$ cat src/design/rss_pkg.sv
// Constants shared by the reset status sequencer.
// Assumes clock_i is the reference oscillator at 100 MHz.
// Notes on behaviour
// - Power-on low drops both status outputs at once
// - MCU status released 6120 periods after power-on
// - Main status released 9195 periods after power-on
// - Software MCU warm reset holds MCU status 966
// - Software resets hold main status low 4040
// - MCU warm drops MCU now, main after 960ns
// - MCU warm release: MCU 966, main 4040 periods
// - Warm request drops main after 900 isolation times
// - Warm request release holds main 4040 periods
// - Boot pins sampled at main power-on rise
// - Main power-on out: low 1200ns, release 1840ns later
`default_nettype none

package rss_pkg;
  // ----------------------------------------------------------
  // Clock and timing
  // ----------------------------------------------------------
  localparam int unsigned CLK_PERIOD_NS = 10;     // Reference period
  localparam int unsigned CNT_W         = 16;     // Timer width
  localparam int unsigned MCU_POR_PER   = 6120;   // Periods after power-on
  localparam int unsigned MAIN_POR_PER  = 9195;   // Periods after power-on
  localparam int unsigned MCU_WARM_PER  = 966;    // Periods after warm
  localparam int unsigned MAIN_WARM_PER = 4040;   // Periods after warm
  localparam int unsigned ISO_MULT      = 900;    // Isolation multiplier
  localparam int unsigned MAIN_DLY_NS   = 960;    // Main drop after MCU warm
  localparam int unsigned POR_REL_NS    = 1840;   // Power-on out release
  localparam int unsigned POR_LOW_NS    = 1200;   // Power-on out low width
  // Least times round up
  localparam int unsigned MAIN_DLY_CYC  = (MAIN_DLY_NS + CLK_PERIOD_NS - 1) / CLK_PERIOD_NS;
  localparam int unsigned POR_REL_CYC   = (POR_REL_NS + CLK_PERIOD_NS - 1) / CLK_PERIOD_NS;
  localparam int unsigned POR_LOW_CYC   = (POR_LOW_NS + CLK_PERIOD_NS - 1) / CLK_PERIOD_NS;
  // ----------------------------------------------------------
  // Widths and reset values
  // ----------------------------------------------------------
  localparam int unsigned STRAP_W   = 2;          // Debug straps
  localparam int unsigned BOOT_W    = 16;         // Boot pins
  localparam int unsigned SYNC_W    = 5;          // Synchronised inputs
  localparam logic [15:0] BOOT_RST  = 16'h0000;   // Boot latch reset
  localparam logic [1:0]  STRAP_RST = 2'h0;       // Strap latch reset
endpackage : rss_pkg

`default_nettype wire

$ cat src/design/rss_sync.sv
// Two-flop synchroniser for the asynchronous reset pins.
// Assumes one clock; first stage is read only by the second.
`default_nettype none

module rss_sync #(
  parameter int unsigned WIDTH = 1,               // Bits synchronised
  parameter logic [WIDTH-1:0] RST_VAL = '0        // Value held in reset
) (
  input  wire logic             clock_i,          // Reference clock
  input  wire logic             resetn_i,         // Async reset, low
  input  wire logic [WIDTH-1:0] async_i,          // Raw pins
  output logic      [WIDTH-1:0] sync_o            // Synchronised pins
);
  // ----------------------------------------------------------
  // Stages
  // ----------------------------------------------------------
  logic [WIDTH-1:0] meta_q;                       // Metastable stage

  // Both stages in one process, first feeds second only
  always_ff @(posedge clock_i or negedge resetn_i) begin
    if (!resetn_i) begin
      meta_q <= RST_VAL;
      sync_o <= RST_VAL;
    end else begin
      meta_q <= async_i;
      sync_o <= meta_q;
    end
  end
endmodule : rss_sync

`default_nettype wire

$ cat src/design/rss_timer.sv
// Down counter: reloads while load_i, busy while nonzero.
// Assumes load values fit the configured width.
`default_nettype none

module rss_timer #(
  parameter int unsigned W = 16                   // Counter width
) (
  input  wire logic         clock_i,              // Reference clock
  input  wire logic         resetn_i,             // Async reset, low
  input  wire logic         load_i,               // Reload request
  input  wire logic [W-1:0] value_i,              // Reload value
  output logic              busy_o                // Count nonzero
);
  // ----------------------------------------------------------
  // Counter
  // ----------------------------------------------------------
  logic [W-1:0] cnt_q;                            // Remaining periods

  // Load wins over counting so a held cause keeps it full
  always_ff @(posedge clock_i or negedge resetn_i) begin
    if (!resetn_i) begin
      cnt_q <= '0;
    end else if (load_i) begin
      cnt_q <= value_i;
    end else if (cnt_q != '0) begin
      cnt_q <= cnt_q - W'(1);
    end
  end

  assign busy_o = (cnt_q != '0);
endmodule : rss_timer

`default_nettype wire

$ cat src/design/rss_top.sv
// Reset status sequencer: drives MCU and main status outputs,
// main power-on output, and latches straps and boot pins.
// Assumes clock_i is the reference oscillator and runs in reset.
`default_nettype none

module rss_top #(
  parameter int unsigned MCU_POR_CYC  = rss_pkg::MCU_POR_PER,  // Cycles
  parameter int unsigned MAIN_POR_CYC = rss_pkg::MAIN_POR_PER, // Cycles
  parameter int unsigned ISO_CYC      = 1                      // Isolation time, cycles
) (
  input  wire logic                        clock_i,               // Reference clock
  input  wire logic                        resetn_i,              // Async reset, low
  input  wire logic                        por_in_n_i,            // Power-on reset pin
  input  wire logic                        mcu_warm_rst_in_n_i,   // MCU warm pin
  input  wire logic                        main_warm_req_n_i,     // Main warm request
  input  wire logic                        sw_mcu_warm_i,         // Software MCU warm pulse
  input  wire logic                        sw_main_poweron_i,     // Software main power-on
  input  wire logic                        sw_main_warm_i,        // Software main warm
  input  wire logic [rss_pkg::STRAP_W-1:0] debug_strap_i,         // Debug strap pins
  input  wire logic [rss_pkg::BOOT_W-1:0]  boot_cfg_pins_i,       // Boot pins
  output logic                             mcu_rst_status_n_o,    // MCU status, low
  output logic                             main_rst_status_n_o,   // Main status, low
  output logic                             main_por_out_n_o,      // Main power-on, low
  output logic      [rss_pkg::STRAP_W-1:0] debug_strap_o,         // Latched straps
  output logic      [rss_pkg::BOOT_W-1:0]  boot_cfg_o             // Latched boot pins
);
  localparam int unsigned W = rss_pkg::CNT_W;

  // ----------------------------------------------------------
  // Input synchronisation
  // ----------------------------------------------------------
  logic [rss_pkg::SYNC_W-1:0] sync_s;             // Synchronised pins
  logic                       por_s;              // Power-on, high = released
  logic                       warm_s;             // MCU warm, high = released
  logic                       req_s;              // Warm request released
  logic [rss_pkg::STRAP_W-1:0] strap_s;           // Straps aligned with por_s

  // Straps ride with the power-on pin so they are sampled in step
  rss_sync #(
    .WIDTH   (rss_pkg::SYNC_W),
    .RST_VAL (5'h00)
  ) u_sync (
    .clock_i  (clock_i),
    .resetn_i (resetn_i),
    .async_i  ({debug_strap_i, main_warm_req_n_i, mcu_warm_rst_in_n_i, por_in_n_i}),
    .sync_o   (sync_s)
  );

  assign por_s   = sync_s[0];
  assign warm_s  = sync_s[1];
  assign req_s   = sync_s[2];
  assign strap_s = sync_s[4:3];

  // ----------------------------------------------------------
  // Cause tracking
  // ----------------------------------------------------------
  logic mcu_por_q;                                // MCU release owed to power-on
  logic main_por_q;                               // Main release owed to power-on
  logic por_s_q;                                  // Power-on, one cycle late

  // Remember power-on cause until the output is released
  always_ff @(posedge clock_i or negedge resetn_i) begin
    if (!resetn_i) begin
      mcu_por_q  <= 1'b1;
      main_por_q <= 1'b1;
    end else begin
      if (!por_s) begin
        mcu_por_q <= 1'b1;
      end else if (mcu_rst_status_n_o) begin
        mcu_por_q <= 1'b0;
      end
      if (!por_s) begin
        main_por_q <= 1'b1;
      end else if (main_rst_status_n_o) begin
        main_por_q <= 1'b0;
      end
    end
  end

  // Delayed power-on level for strap edge detection
  always_ff @(posedge clock_i or negedge resetn_i) begin
    if (!resetn_i) begin
      por_s_q <= 1'b0;
    end else begin
      por_s_q <= por_s;
    end
  end

  // ----------------------------------------------------------
  // MCU status
  // ----------------------------------------------------------
  logic         mcu_hold;                         // MCU held by pins
  logic         mcu_load;                         // Reload MCU timer
  logic [W-1:0] mcu_val;                          // MCU reload value
  logic         mcu_busy;                         // MCU timer running

  assign mcu_hold = !por_s || !warm_s;
  assign mcu_load = mcu_hold || sw_mcu_warm_i;
  // Power-on owes the MCU_POR_CYC count, warm causes the MCU_WARM_PER count
  assign mcu_val  = (mcu_por_q || !por_s) ? W'(MCU_POR_CYC)
                                          : W'(rss_pkg::MCU_WARM_PER);

  rss_timer #(
    .W (W)
  ) u_mcu_tmr (
    .clock_i  (clock_i),
    .resetn_i (resetn_i),
    .load_i   (mcu_load),
    .value_i  (mcu_val),
    .busy_o   (mcu_busy)
  );

  // Status stays low while held or counting
  always_ff @(posedge clock_i or negedge resetn_i) begin
    if (!resetn_i) begin
      mcu_rst_status_n_o <= 1'b0;
    end else begin
      mcu_rst_status_n_o <= !mcu_load && !mcu_busy;
    end
  end

  // ----------------------------------------------------------
  // Main drop delays
  // ----------------------------------------------------------
  logic warm_dly_busy;                            // MCU warm delay running
  logic req_dly_busy;                             // Request delay running
  logic main_drop;                                // Warm cause reached main

  // Delay armed while pin released, runs once pin falls
  rss_timer #(
    .W (W)
  ) u_warm_dly (
    .clock_i  (clock_i),
    .resetn_i (resetn_i),
    .load_i   (warm_s),
    .value_i  (W'(rss_pkg::MAIN_DLY_CYC)),
    .busy_o   (warm_dly_busy)
  );

  // Isolation delay scales with the ISO_CYC isolation-time parameter
  rss_timer #(
    .W (W)
  ) u_req_dly (
    .clock_i  (clock_i),
    .resetn_i (resetn_i),
    .load_i   (req_s),
    .value_i  (W'(rss_pkg::ISO_MULT * ISO_CYC)),
    .busy_o   (req_dly_busy)
  );

  assign main_drop = (!warm_s && !warm_dly_busy) || (!req_s && !req_dly_busy);

  // ----------------------------------------------------------
  // Main status
  // ----------------------------------------------------------
  logic         main_hold;                        // Main held by causes
  logic         sw_main_any;                      // Any software main cause
  logic         main_load;                        // Reload main timer
  logic [W-1:0] main_val;                         // Main reload value
  logic         main_busy;                        // Main timer running

  assign sw_main_any = sw_mcu_warm_i || sw_main_poweron_i || sw_main_warm_i;
  assign main_hold   = !por_s || main_drop;
  assign main_load   = main_hold || sw_main_any;
  assign main_val    = (main_por_q || !por_s) ? W'(MAIN_POR_CYC)
                                              : W'(rss_pkg::MAIN_WARM_PER);

  rss_timer #(
    .W (W)
  ) u_main_tmr (
    .clock_i  (clock_i),
    .resetn_i (resetn_i),
    .load_i   (main_load),
    .value_i  (main_val),
    .busy_o   (main_busy)
  );

  // Main status follows its timer
  always_ff @(posedge clock_i or negedge resetn_i) begin
    if (!resetn_i) begin
      main_rst_status_n_o <= 1'b0;
    end else begin
      main_rst_status_n_o <= !main_load && !main_busy;
    end
  end

  // ----------------------------------------------------------
  // Main power-on output
  // ----------------------------------------------------------
  logic         por_load;                         // Reload power-on timer
  logic [W-1:0] por_val;                          // Power-on reload value
  logic         por_busy;                         // Power-on timer running
  logic         por_out_d;                        // Next power-on output

  // Pin hold makes the low width; software gets the fixed minimum
  assign por_load  = !por_s || sw_main_poweron_i;
  assign por_val   = !por_s ? W'(rss_pkg::POR_REL_CYC)
                            : W'(rss_pkg::POR_LOW_CYC);
  assign por_out_d = !por_load && !por_busy;

  rss_timer #(
    .W (W)
  ) u_por_tmr (
    .clock_i  (clock_i),
    .resetn_i (resetn_i),
    .load_i   (por_load),
    .value_i  (por_val),
    .busy_o   (por_busy)
  );

  // Power-on output flop
  always_ff @(posedge clock_i or negedge resetn_i) begin
    if (!resetn_i) begin
      main_por_out_n_o <= 1'b0;
    end else begin
      main_por_out_n_o <= por_out_d;
    end
  end

  // ----------------------------------------------------------
  // Strap and boot latches
  // ----------------------------------------------------------
  // Boot pins caught on the edge where the output rises
  always_ff @(posedge clock_i or negedge resetn_i) begin
    if (!resetn_i) begin
      boot_cfg_o <= rss_pkg::BOOT_RST;
    end else if (por_out_d && !main_por_out_n_o) begin
      boot_cfg_o <= boot_cfg_pins_i;
    end
  end

  // Straps caught at the synchronised power-on release
  always_ff @(posedge clock_i or negedge resetn_i) begin
    if (!resetn_i) begin
      debug_strap_o <= rss_pkg::STRAP_RST;
    end else if (por_s && !por_s_q) begin
      debug_strap_o <= strap_s;
    end
  end

  // ----------------------------------------------------------
  // Check helpers
  // ----------------------------------------------------------
  logic [W-1:0] por_hi_cnt;                       // Cycles power-on high
  logic [W-1:0] warm_hi_cnt;                      // Cycles MCU warm high
  logic [W-1:0] req_hi_cnt;                       // Cycles request high

  // Saturating run lengths of released pins
  always_ff @(posedge clock_i or negedge resetn_i) begin
    if (!resetn_i) begin
      por_hi_cnt  <= '0;
      warm_hi_cnt <= '0;
      req_hi_cnt  <= '0;
    end else begin
      por_hi_cnt  <= !por_s ? '0 : (&por_hi_cnt ? por_hi_cnt : por_hi_cnt + W'(1));
      warm_hi_cnt <= !warm_s ? '0 : (&warm_hi_cnt ? warm_hi_cnt : warm_hi_cnt + W'(1));
      req_hi_cnt  <= !req_s ? '0 : (&req_hi_cnt ? req_hi_cnt : req_hi_cnt + W'(1));
    end
  end
endmodule : rss_top

`default_nettype wire

$ cat config.mk
export PLATFORM = sky130hd
export DESIGN_NAME = rss_top
export DESIGN_NICKNAME = d
export VERILOG_FILES = /design/src/design/rss_pkg.sv /design/src/design/rss_sync.sv /design/src/design/rss_timer.sv /design/src/design/rss_top.sv
export SDC_FILE = /design/constraint.sdc
export NUM_CORES = 1
export LEC_CHECK = 0
export ABC_CLOCK_PERIOD_IN_PS = 3100
export BUFFER_PORTS_ARGS = -buffer_cell sky130_fd_sc_hd__buf_4
export CORE_AREA = 2 2 94 106
export DETAILED_ROUTE_END_ITERATION = 10
export DIE_AREA = 0 0 96 108
export HOLD_SLACK_MARGIN = 0.06
export PLACE_DENSITY = 0.89
export SYNTH_ARGS = -nofsm -noshare
export SYNTH_HDL_FRONTEND = slang
export SYNTH_SLANG_ARGS = --single-unit
$ cat constraint.sdc
create_clock -name clock_i -period 3.1 [get_ports clock_i]
set_input_delay 0.93 -clock clock_i [delete_from_list [all_inputs] [get_ports clock_i]]
set_output_delay 0.93 -clock clock_i [all_outputs]
set_load 0.02 [all_outputs]
==> results of run 1 <==
worst reg2reg max path, stage by stage, from the launching register on:
cell	delay [ns]
dfrtp_1	0.41
or4_1	0.62
nor3b_2	0.53
nand3_2	0.45
mux2_2	0.43
sequential cells by signal, summed over array words and instances (netlist names):
register,cells
boot_cfg_o,16
debug_strap_o,2
main_por_out_n_o,1
main_por_q,1
main_rst_status_n_o,1
mcu_por_q,1
mcu_rst_status_n_o,1
por_s_q,1
u_main_tmr.cnt_q,16
u_mcu_tmr.cnt_q,16
u_por_tmr.cnt_q,16
u_req_dly.cnt_q,16
u_sync.meta_q,5
u_sync.sync_o,5
u_warm_dly.cnt_q,16
stage by stage:
stage               power [W]  instances  setup WS, ns  area, um^2
global route          0.00385        698         0.446        6430
global placement      0.00185        666         0.670        5860
finish                0.00371        698         0.546        6430
floorplan             0.00176        509         0.726        5370
CTS                   0.00373        698         0.543        6430
detailed placement    0.00187        666         0.632        5860
placed cells by master, fill, tap and decap left out, drive strengths merged, types with 5 or more instances in the layout:
cell type  Yosys  final
clkinv         0      5
nand3b         8      8
o31ai          8      8
mux2          19     19
or4           10     10
ha             7      7
nand2         29     29
xor2          21     21
xnor2         25     25
or3           11     11
dfrtp        112    112
nor3          18     18
o21ai         13     13
nor2b          6      6
nand3         16     16
mux2i          6      6
buf            3     53
nor4          15     15
or2            7      7
nor2          68     68
a21oi         28     28
nand2b         7      7
clkbuf        10     22
inv           13     13
layer usage:
layer	up-vias	global-route usage	wire [um]
li1	1936	-	-
met1	2099	0.308	4830
met2	130	0.416	6440
met3	30	0.0648	513
met4	0	0.0949	240
met5	-	0	0
power groups by stage:
stage | combinational, W | sequential [W] | clock (W)
3_5_place_dp | 0.000256 | 0.00161 | 0
5_1_grt | 0.000292 | 0.00159 | 0.00197
6_report | 0.000259 | 0.00159 | 0.00187
3_3_place_gp | 0.000246 | 0.00161 | 0
2_1_floorplan | 0.000157 | 0.00160 | 0
4_1_cts | 0.000261 | 0.00159 | 0.00188
kinds of logic (layout without fill, tap and decap cells):
group                    after synthesis  after routing  share of synthesized area
flip-flops                           114            114                      0.532
AND/OR/NAND/NOR                      214            214                      0.214
AO/OA/AOI/OAI                         77             77                     0.0907
buffers and inverters                 26             98                     0.0212
XOR/XNOR                              46             46                     0.0751
multiplexers                          25             25                     0.0511
adder cells (fa/ha/maj)                7              7                     0.0163
worst paths after layout:
path	endpoint	depth (start not counted)	slack (ns)	startpoint
max	boot_cfg_o[7]	4	0.55	u_por_tmr.cnt_q[10]
min	u_sync.sync_o[0]	0	0.35	u_sync.meta_q[0]
max reg2reg	boot_cfg_o[7]	4	0.55	u_por_tmr.cnt_q[10]
min reg2reg	u_sync.sync_o[0]	0	0.35	u_sync.meta_q[0]
max in group asynchronous	u_req_dly.cnt_q[7]	2	1.85	resetn_i
min in group asynchronous	u_warm_dly.cnt_q[7]	1	0.47	resetn_i
final cells by class:
type | instances | area [um^2] | area share
Timing Repair Buffer | 53 | 410 | 0.0638
Clock inverter | 10 | 108 | 0.0167
Tap cell | 117 | 146 | 0.0228
Clock buffer | 22 | 463 | 0.0720
Inverter | 13 | 48.8 | 0.00759
Multi-Input combinational cell | 369 | 2400 | 0.373
Sequential cell | 114 | 2860 | 0.444
synthesized netlist by cell type, drive strengths merged (11+ instances only):
library cell | n | area, um^2
xnor2 | 25 | 219
nor2 | 68 | 255
o21ai | 13 | 65.1
nand3 | 16 | 85.1
nor4 | 15 | 93.8
xor2 | 21 | 184
or3 | 11 | 68.8
mux2 | 19 | 214
inv | 13 | 48.8
nor3 | 18 | 90.1
nand2 | 29 | 109
dfrtp | 112 | 2800
a21oi | 28 | 140
==> results list, run 1 <==
- The flow ran to the end, and the final reports show no timing, DRC or antenna violations.
- After the first detailed-routing iteration, the DRC count stood at 272.
- Among all stages on the critical path, the largest delay is contributed by or4_1.
- Data required time of the critical path: roughly 3.5 ns
* Hold-fix buffers, CTS: 0
- Final count of hold timing violations: 0
- Kind of path behind the tightest hold check: register to register
- For this run, the detailed router's first-pass iteration total came to 5.
- After detailed routing, the number of vias per cell comes to ~6.
- Vias in the first global route: 4196
- When the netlist entered floorplanning its net count stood at 542.
* Detailed-placement wirelength estimate: 7860 um
- DRC: 0
* Share of flip-flops with an asynchronous set or reset: 1.00
- Setup repair after global routing missed its margin: false
* Core region area: between 0.009 and 0.01 mm^2
- CTS Buf Count: 17
* Syn Std Cell Area: 0.00537 mm^2
- The worst setup path is launched from a register.
* Initial Util: 0.583
- Peak fanout along the critical path: 16
- Summed over all cells, the static leakage comes to ~2.7 nW.
* Antenna fix cells: 0
- Derived from the worst setup path, the maximum achievable clock frequency is about 0.39 GHz.
- Post-Route Hold Slack: between 0.3 and 0.4 ns
- Switching share of total power: 0.233
- Total wire length after detailed routing: between 10000 and 15000 um
* Final core occ: 0.698
* Reported max-cap violation count: 0
* Transition time of the tightest slew-check pin: 0.698 ns
- At the worst endpoint, the arrival time is 2.95 ns.
* Switching component of the power: between 0.0008 and 0.0009 W
- Post-synth EDFFs: 0
- Synth Flop Type: dfrtp_1
* Port bufs: 46
- The share of total power dissipated in combinational logic is 0.070.
* Die width: roughly 96 um
- CP Class: register to register
- The worst-case IR drop observed on VDD is 0.395 mV.
- Dividing the detail-routed wire length by the instance count gives approximately 17 um.
* Kind of end point of the critical path: register
- Internal power comes to 0.00285 W.
- Dividing the final minimum period by the clock period gives 0.824.
- Across every metal layer, demand over resource in global routing totals 0.249.
* Clock tree from TritonCTS: yes
- Entering global routing, the biggest net connects 55 pins.
* Number of primary I/O pins: 47
- Counting distinct cell types in the post-synthesis netlist gives 53.
- The first global-routing pass estimated 19700 um of wire.
* Initial antenna violation count: 0
* H-tree depth: 4
* NumNets Final: between 600 and 700
- Synthesis produced 509 cells.
- Vias after detailed routing: 4195
* Slowest cell delay on critical path: about 0.62 ns
- Row cnt: 37
- Of the total power, the clock network draws 0.503.
- Cell Pwr Density: 578 mW/mm^2
- Counting every sink on the clock net gives 114.
- Remaining global-route overflow: 0
- Post-CTS setup-driven buffer insertion count: 0
- On the final layout, the worst clock skew is 0.00783 ns.
- Count of filler cells inserted in the layout: 630
- CP bufs+invs: 0
- Final total negative setup slack: 0 ns
- Gates resized during post-CTS repair numbered 0.
* Cell chosen for the clock root: clkbuf_8
- Clock-pin slew on the worst setup and hold paths: 0.06 ns
- Critical-path cell list: or4_1 > nor3b_2 > nand3_2 > mux2_2
- Gpl congestion: 0.873
- # setup viols final: 0
- The smallest clock period supported by the final layout is computed as roughly 2.6 ns.
* Worst-Skew Late Latency: 0.51 ns
- Average instance area after synthesis: 10.5 um^2
* Family of cells with the greatest summed delay on the critical path: simple AND/OR/NAND/NOR gates
* Die outline area: 0.0104 mm^2
- Remaining max-slew budget at the tightest pin: 0.535
* Flip-flop and latch count after synthesis: 114
* Residual antenna-violating net count after detailed routing: 0
* Maximum clock path buffer count: 2
* Register area share after synthesis: 0.532
- The Yosys step of the flow raised 0 warnings.
- P&R area growth vs syn: 19.8%
- Pins over their slew limit: 0
- Die boundary height: 108 um
- The share of total power dissipated in sequential elements is 0.428.
* Fraction of final layout cells with drive strength greater than 1: 0.210
No activity file was read; power rests on OpenSTA's default activity.
==> run 2: changes to the inputs <==
Settings changed: ABC_AREA set to 1, ABC_CLOCK_PERIOD_IN_PS 3100 to 2100, CORE_AREA 2 2 94 106 to 2 2 103 115, DIE_AREA 0 0 96 108 to 0 0 105 117, PLACE_DENSITY 0.89 to 0.85.
Clock period 3.1 ns to 2.1 ns, I/O delays scaled along.
==> run 2 against run 1 <==
Compared with the run above:
- clock power grew 65%
- non-clock buffer count is 7 higher
- maximum frequency up 35%
- wire length grew 9.9%
- via count is 20% higher
- critical endpoint is now boot_cfg_o[1]
==> results list, run 2 <==
* Average instance area after synthesis: 7.86 um^2 (-25%)
* Final setup skew: 0.00883 ns (+0.000996 ns)
- Post-CTS setup-driven buffer insertion count: 0 (unchanged)
- Global-route wire length before repair: 22000 um (+12%)
- The number of nets with antenna violations after detailed routing is 0 (unchanged).
- CTS Buf Count: 17 (unchanged)
- The final-stage net count is 852 (+42%).
- Share of flip-flops with an asynchronous set or reset: 1.00 (unchanged)
- The number of ports placed on the die boundary is 47 (unchanged).
- Outcome: finished, final reports clean
- Die boundary height: 117 um (+8.3%)
* Total wire length after detailed routing: 13200 um (+9.9%)
* Count of filler cells inserted in the layout: 929 (+47%)
* Data required time of the critical path: 2.40 ns (-1.09 ns)
- Number of warnings issued by yosys: 0 (unchanged)
* Post-synth net total: 780 (+44%)
- The flip-flop and latch count after synthesis was 114 (unchanged).
- The setup-violating endpoint count in the final report was 0 (unchanged).
- Number of gates given a new drive strength after cts: 0 (unchanged)
- The number of inserted diodes is 0 (unchanged).
* Clock-pin slew on the worst setup and hold paths: 0.05 ns (about the same)
- The maximum number of pins on one net before global-route repair came to 36 (-35%).
- Cell Pwr Density: 816 mW/mm^2 (+41%)
- The post-DP HPWL was 9390 um (+19%).
* Initial Util: 0.525 (-0.0573)
- The post-detailed-route DRC marker count is 0 (unchanged).
* Drt first pass iters: 5 (unchanged)
- Hold-fix buffers, CTS: 0 (unchanged)
* Number of clock sinks: 114 (unchanged)
* H-tree depth: 4 (unchanged)
* LEAKAGE: 3.52 nW (+29%)
* Commonest non-fill, non-tap cells in the layout: nand2_1, nor2_1, dfrtp_1
- The maximum ir drop on the vdd rail came to 0.518 mV (+31%).
- Post-Route Hold Slack: 0.137 ns (-0.210 ns)
* Core region area: 0.0112 mm^2 (+21%)
- Setup repair after global routing left no endpoint under its margin.
* Number of instances in the synthesized netlist: 747 (+47%)
* Clock tree from TritonCTS: yes
* Initial antenna violation count: 0 (unchanged)
- The fraction of the yosys area taken by sequential cells is 0.486 (-0.0459).
- STA classifies the critical path endpoint as a register.
- The width of the die is 105 um (+9.4%).
- Cell chosen for the clock root: clkbuf_16
- The relative max-transition margin was 0.736 (+0.201).
- The path class of the tightest hold or removal check is input port to asynchronous set/reset pin.
* All-Layer GR Usage: 0.231 (-0.0183)
- The final critical delay including setup and external delays was 1.89 ns (-0.659 ns).
* Final total negative setup slack: 0 ns (unchanged)
* Most numerous cell types in the synthesized netlist: nand2_1, nor2_1, dfrtp_1, inv_1, nand3_1
* Vias in the first global route: 4809 (+15%)
- The routed wirelength normalized by instance count came to 13.4 um (-22%).
- For this run, the leading register cell type out of synthesis is dfrtp_1.
- The iteration-0 DRC count of the detailed router came to 301 (+11%).
- The die footprint was 0.0123 mm^2 (+18%).
- The highest achievable clock rate was 0.528 GHz (+35%).
- The weighted congestion reported at the end of routability-driven placement came to 0.914 (+4.8%).
- Leaving out fill and tap cells, the most frequent cell in the layout is nand2_1.
- The number of enable flip-flop cells after synthesis was 0 (unchanged).
- The fraction of synthesized cell area taken by the top area cell type was 0.477 (-0.0451).
- Pins over their slew limit: 0 (unchanged)
- The final number of hold-violating endpoints is 0 (unchanged).
- P&R area growth vs syn: 21.6%
* DR vias/cell: 5.11 (-15%)
- Remaining global-route overflow: 0 (unchanged)
* Peak fanout along the critical path: 16 (unchanged)
* Row cnt: 41 (+11%)
* Leading area contributor after synthesis: dfrtp_1
- Transition time of the tightest slew-check pin: 0.396 ns (-0.302 ns)
- Fraction of final layout cells with drive strength greater than 1: 0.161 (-0.0489)
- The clock latency on the worst-skew pair came to 0.42 ns (-0.09 ns).
- The number of max-cap violations is 0 (unchanged).
* Cell types occupying the most area after synthesis: dfrtp_1, nand2_1, nor2_1
- The total number of vias is 5022 (+20%).
* Maximum clock path buffer count: 2 (unchanged)
* Cell with the most instances after synthesis: nand2_1
- The data arrival time at the worst-slack endpoint was 2.20 ns (-0.75 ns).
- Syn Std Cell Area: 0.00587 mm^2 (+9.4%)
* Yosys cell types: 41 (-23%)
* CP Launch Type: register
- Port bufs: 46 (unchanged)
- The post-route clock period utilization is 0.902 (+0.0783).
- CP Class: register to register
-- run 2: cell type report --
| cell class | instances | area (um^2) | share of cell area |
|---|---|---|---|
| clock buffers | 22 | 484 | 0.0678 |
| clock inverters | 10 | 155 | 0.0217 |
| inverters | 95 | 357 | 0.0499 |
| multi-input cells | 531 | 2620 | 0.366 |
| flip-flops and latches | 114 | 2860 | 0.400 |
| well taps | 150 | 188 | 0.0263 |
| repair buffers | 60 | 488 | 0.0683 |
-- run 2: final timing paths --
| check | start | end | slack [ns] | cells past startpoint |
|---|---|---|---|---|
| worst min register to register | u_sync.meta_q[4] | u_sync.sync_o[4] | 0.34 | 0 |
| worst min-delay path | resetn_i | u_req_dly.cnt_q[14] | 0.14 | 1 |
| max in group asynchronous | resetn_i | mcu_por_q | 1.32 | 2 |
| min in group clock_i | mcu_warm_rst_in_n_i | u_sync.meta_q[1] | 0.32 | 1 |
| worst max register to register | u_por_tmr.cnt_q[0] | boot_cfg_o[1] | 0.21 | 11 |
| worst max-delay path | u_por_tmr.cnt_q[0] | boot_cfg_o[1] | 0.21 | 11 |
-- run 2: report_power, final --
group	internal, W	total, W	switching, W
logic	0.000154	0.000428	0.000274
registers	0.00226	0.00232	0.0000546
clock network	0.00210	0.00308	0.000981
total	0.00452	0.00583	0.00131
-- run 2: cells by family after synthesis --
group | synth area share
AND/OR/NAND/NOR | 0.330
flip-flops | 0.486
buffers and inverters | 0.0686
AO/OA/AOI/OAI | 0.0513
XOR/XNOR | 0.0447
adder cells (fa/ha/maj) | 0.0149
multiplexers | 0.00383
-- run 2: worst max-delay path: stages, from the launching register on --
cell	delay, ns
dfrtp_1	0.41
inv_1	0.10
ha_1	0.21
nand3_2	0.10
inv_1	0.09
nand2_1	0.10
nor2_4	0.15
nand3_4	0.12
nor2_4	0.19
nand2_4	0.17
nand2_1	0.11
nand2_1	0.05
-- run 2: per-layer routing --
layer | wire length [um] | share of wire | global-route usage | up-vias
met5 | 0 | 0 | 0 | -
met4 | 246 | 0.019 | 0.0987 | 0
met3 | 597 | 0.045 | 0.0526 | 21
met2 | 6650 | 0.50 | 0.406 | 113
met1 | 5710 | 0.43 | 0.276 | 2378
li1 | - | - | - | 2510
-- run 2: stage by stage --
stage,cell area (um^2),total power [W],setup WS (ns),instances,util
after global routing,7140,0.00603,0.00429,982,0.639
after global placement,6500,0.00276,0.248,950,0.581
after detailed placement,6500,0.00278,0.221,950,0.581
after CTS,7140,0.00587,0.212,982,0.639
final,7140,0.00583,0.205,982,0.639
after floorplan,5870,0.00259,0.393,747,-
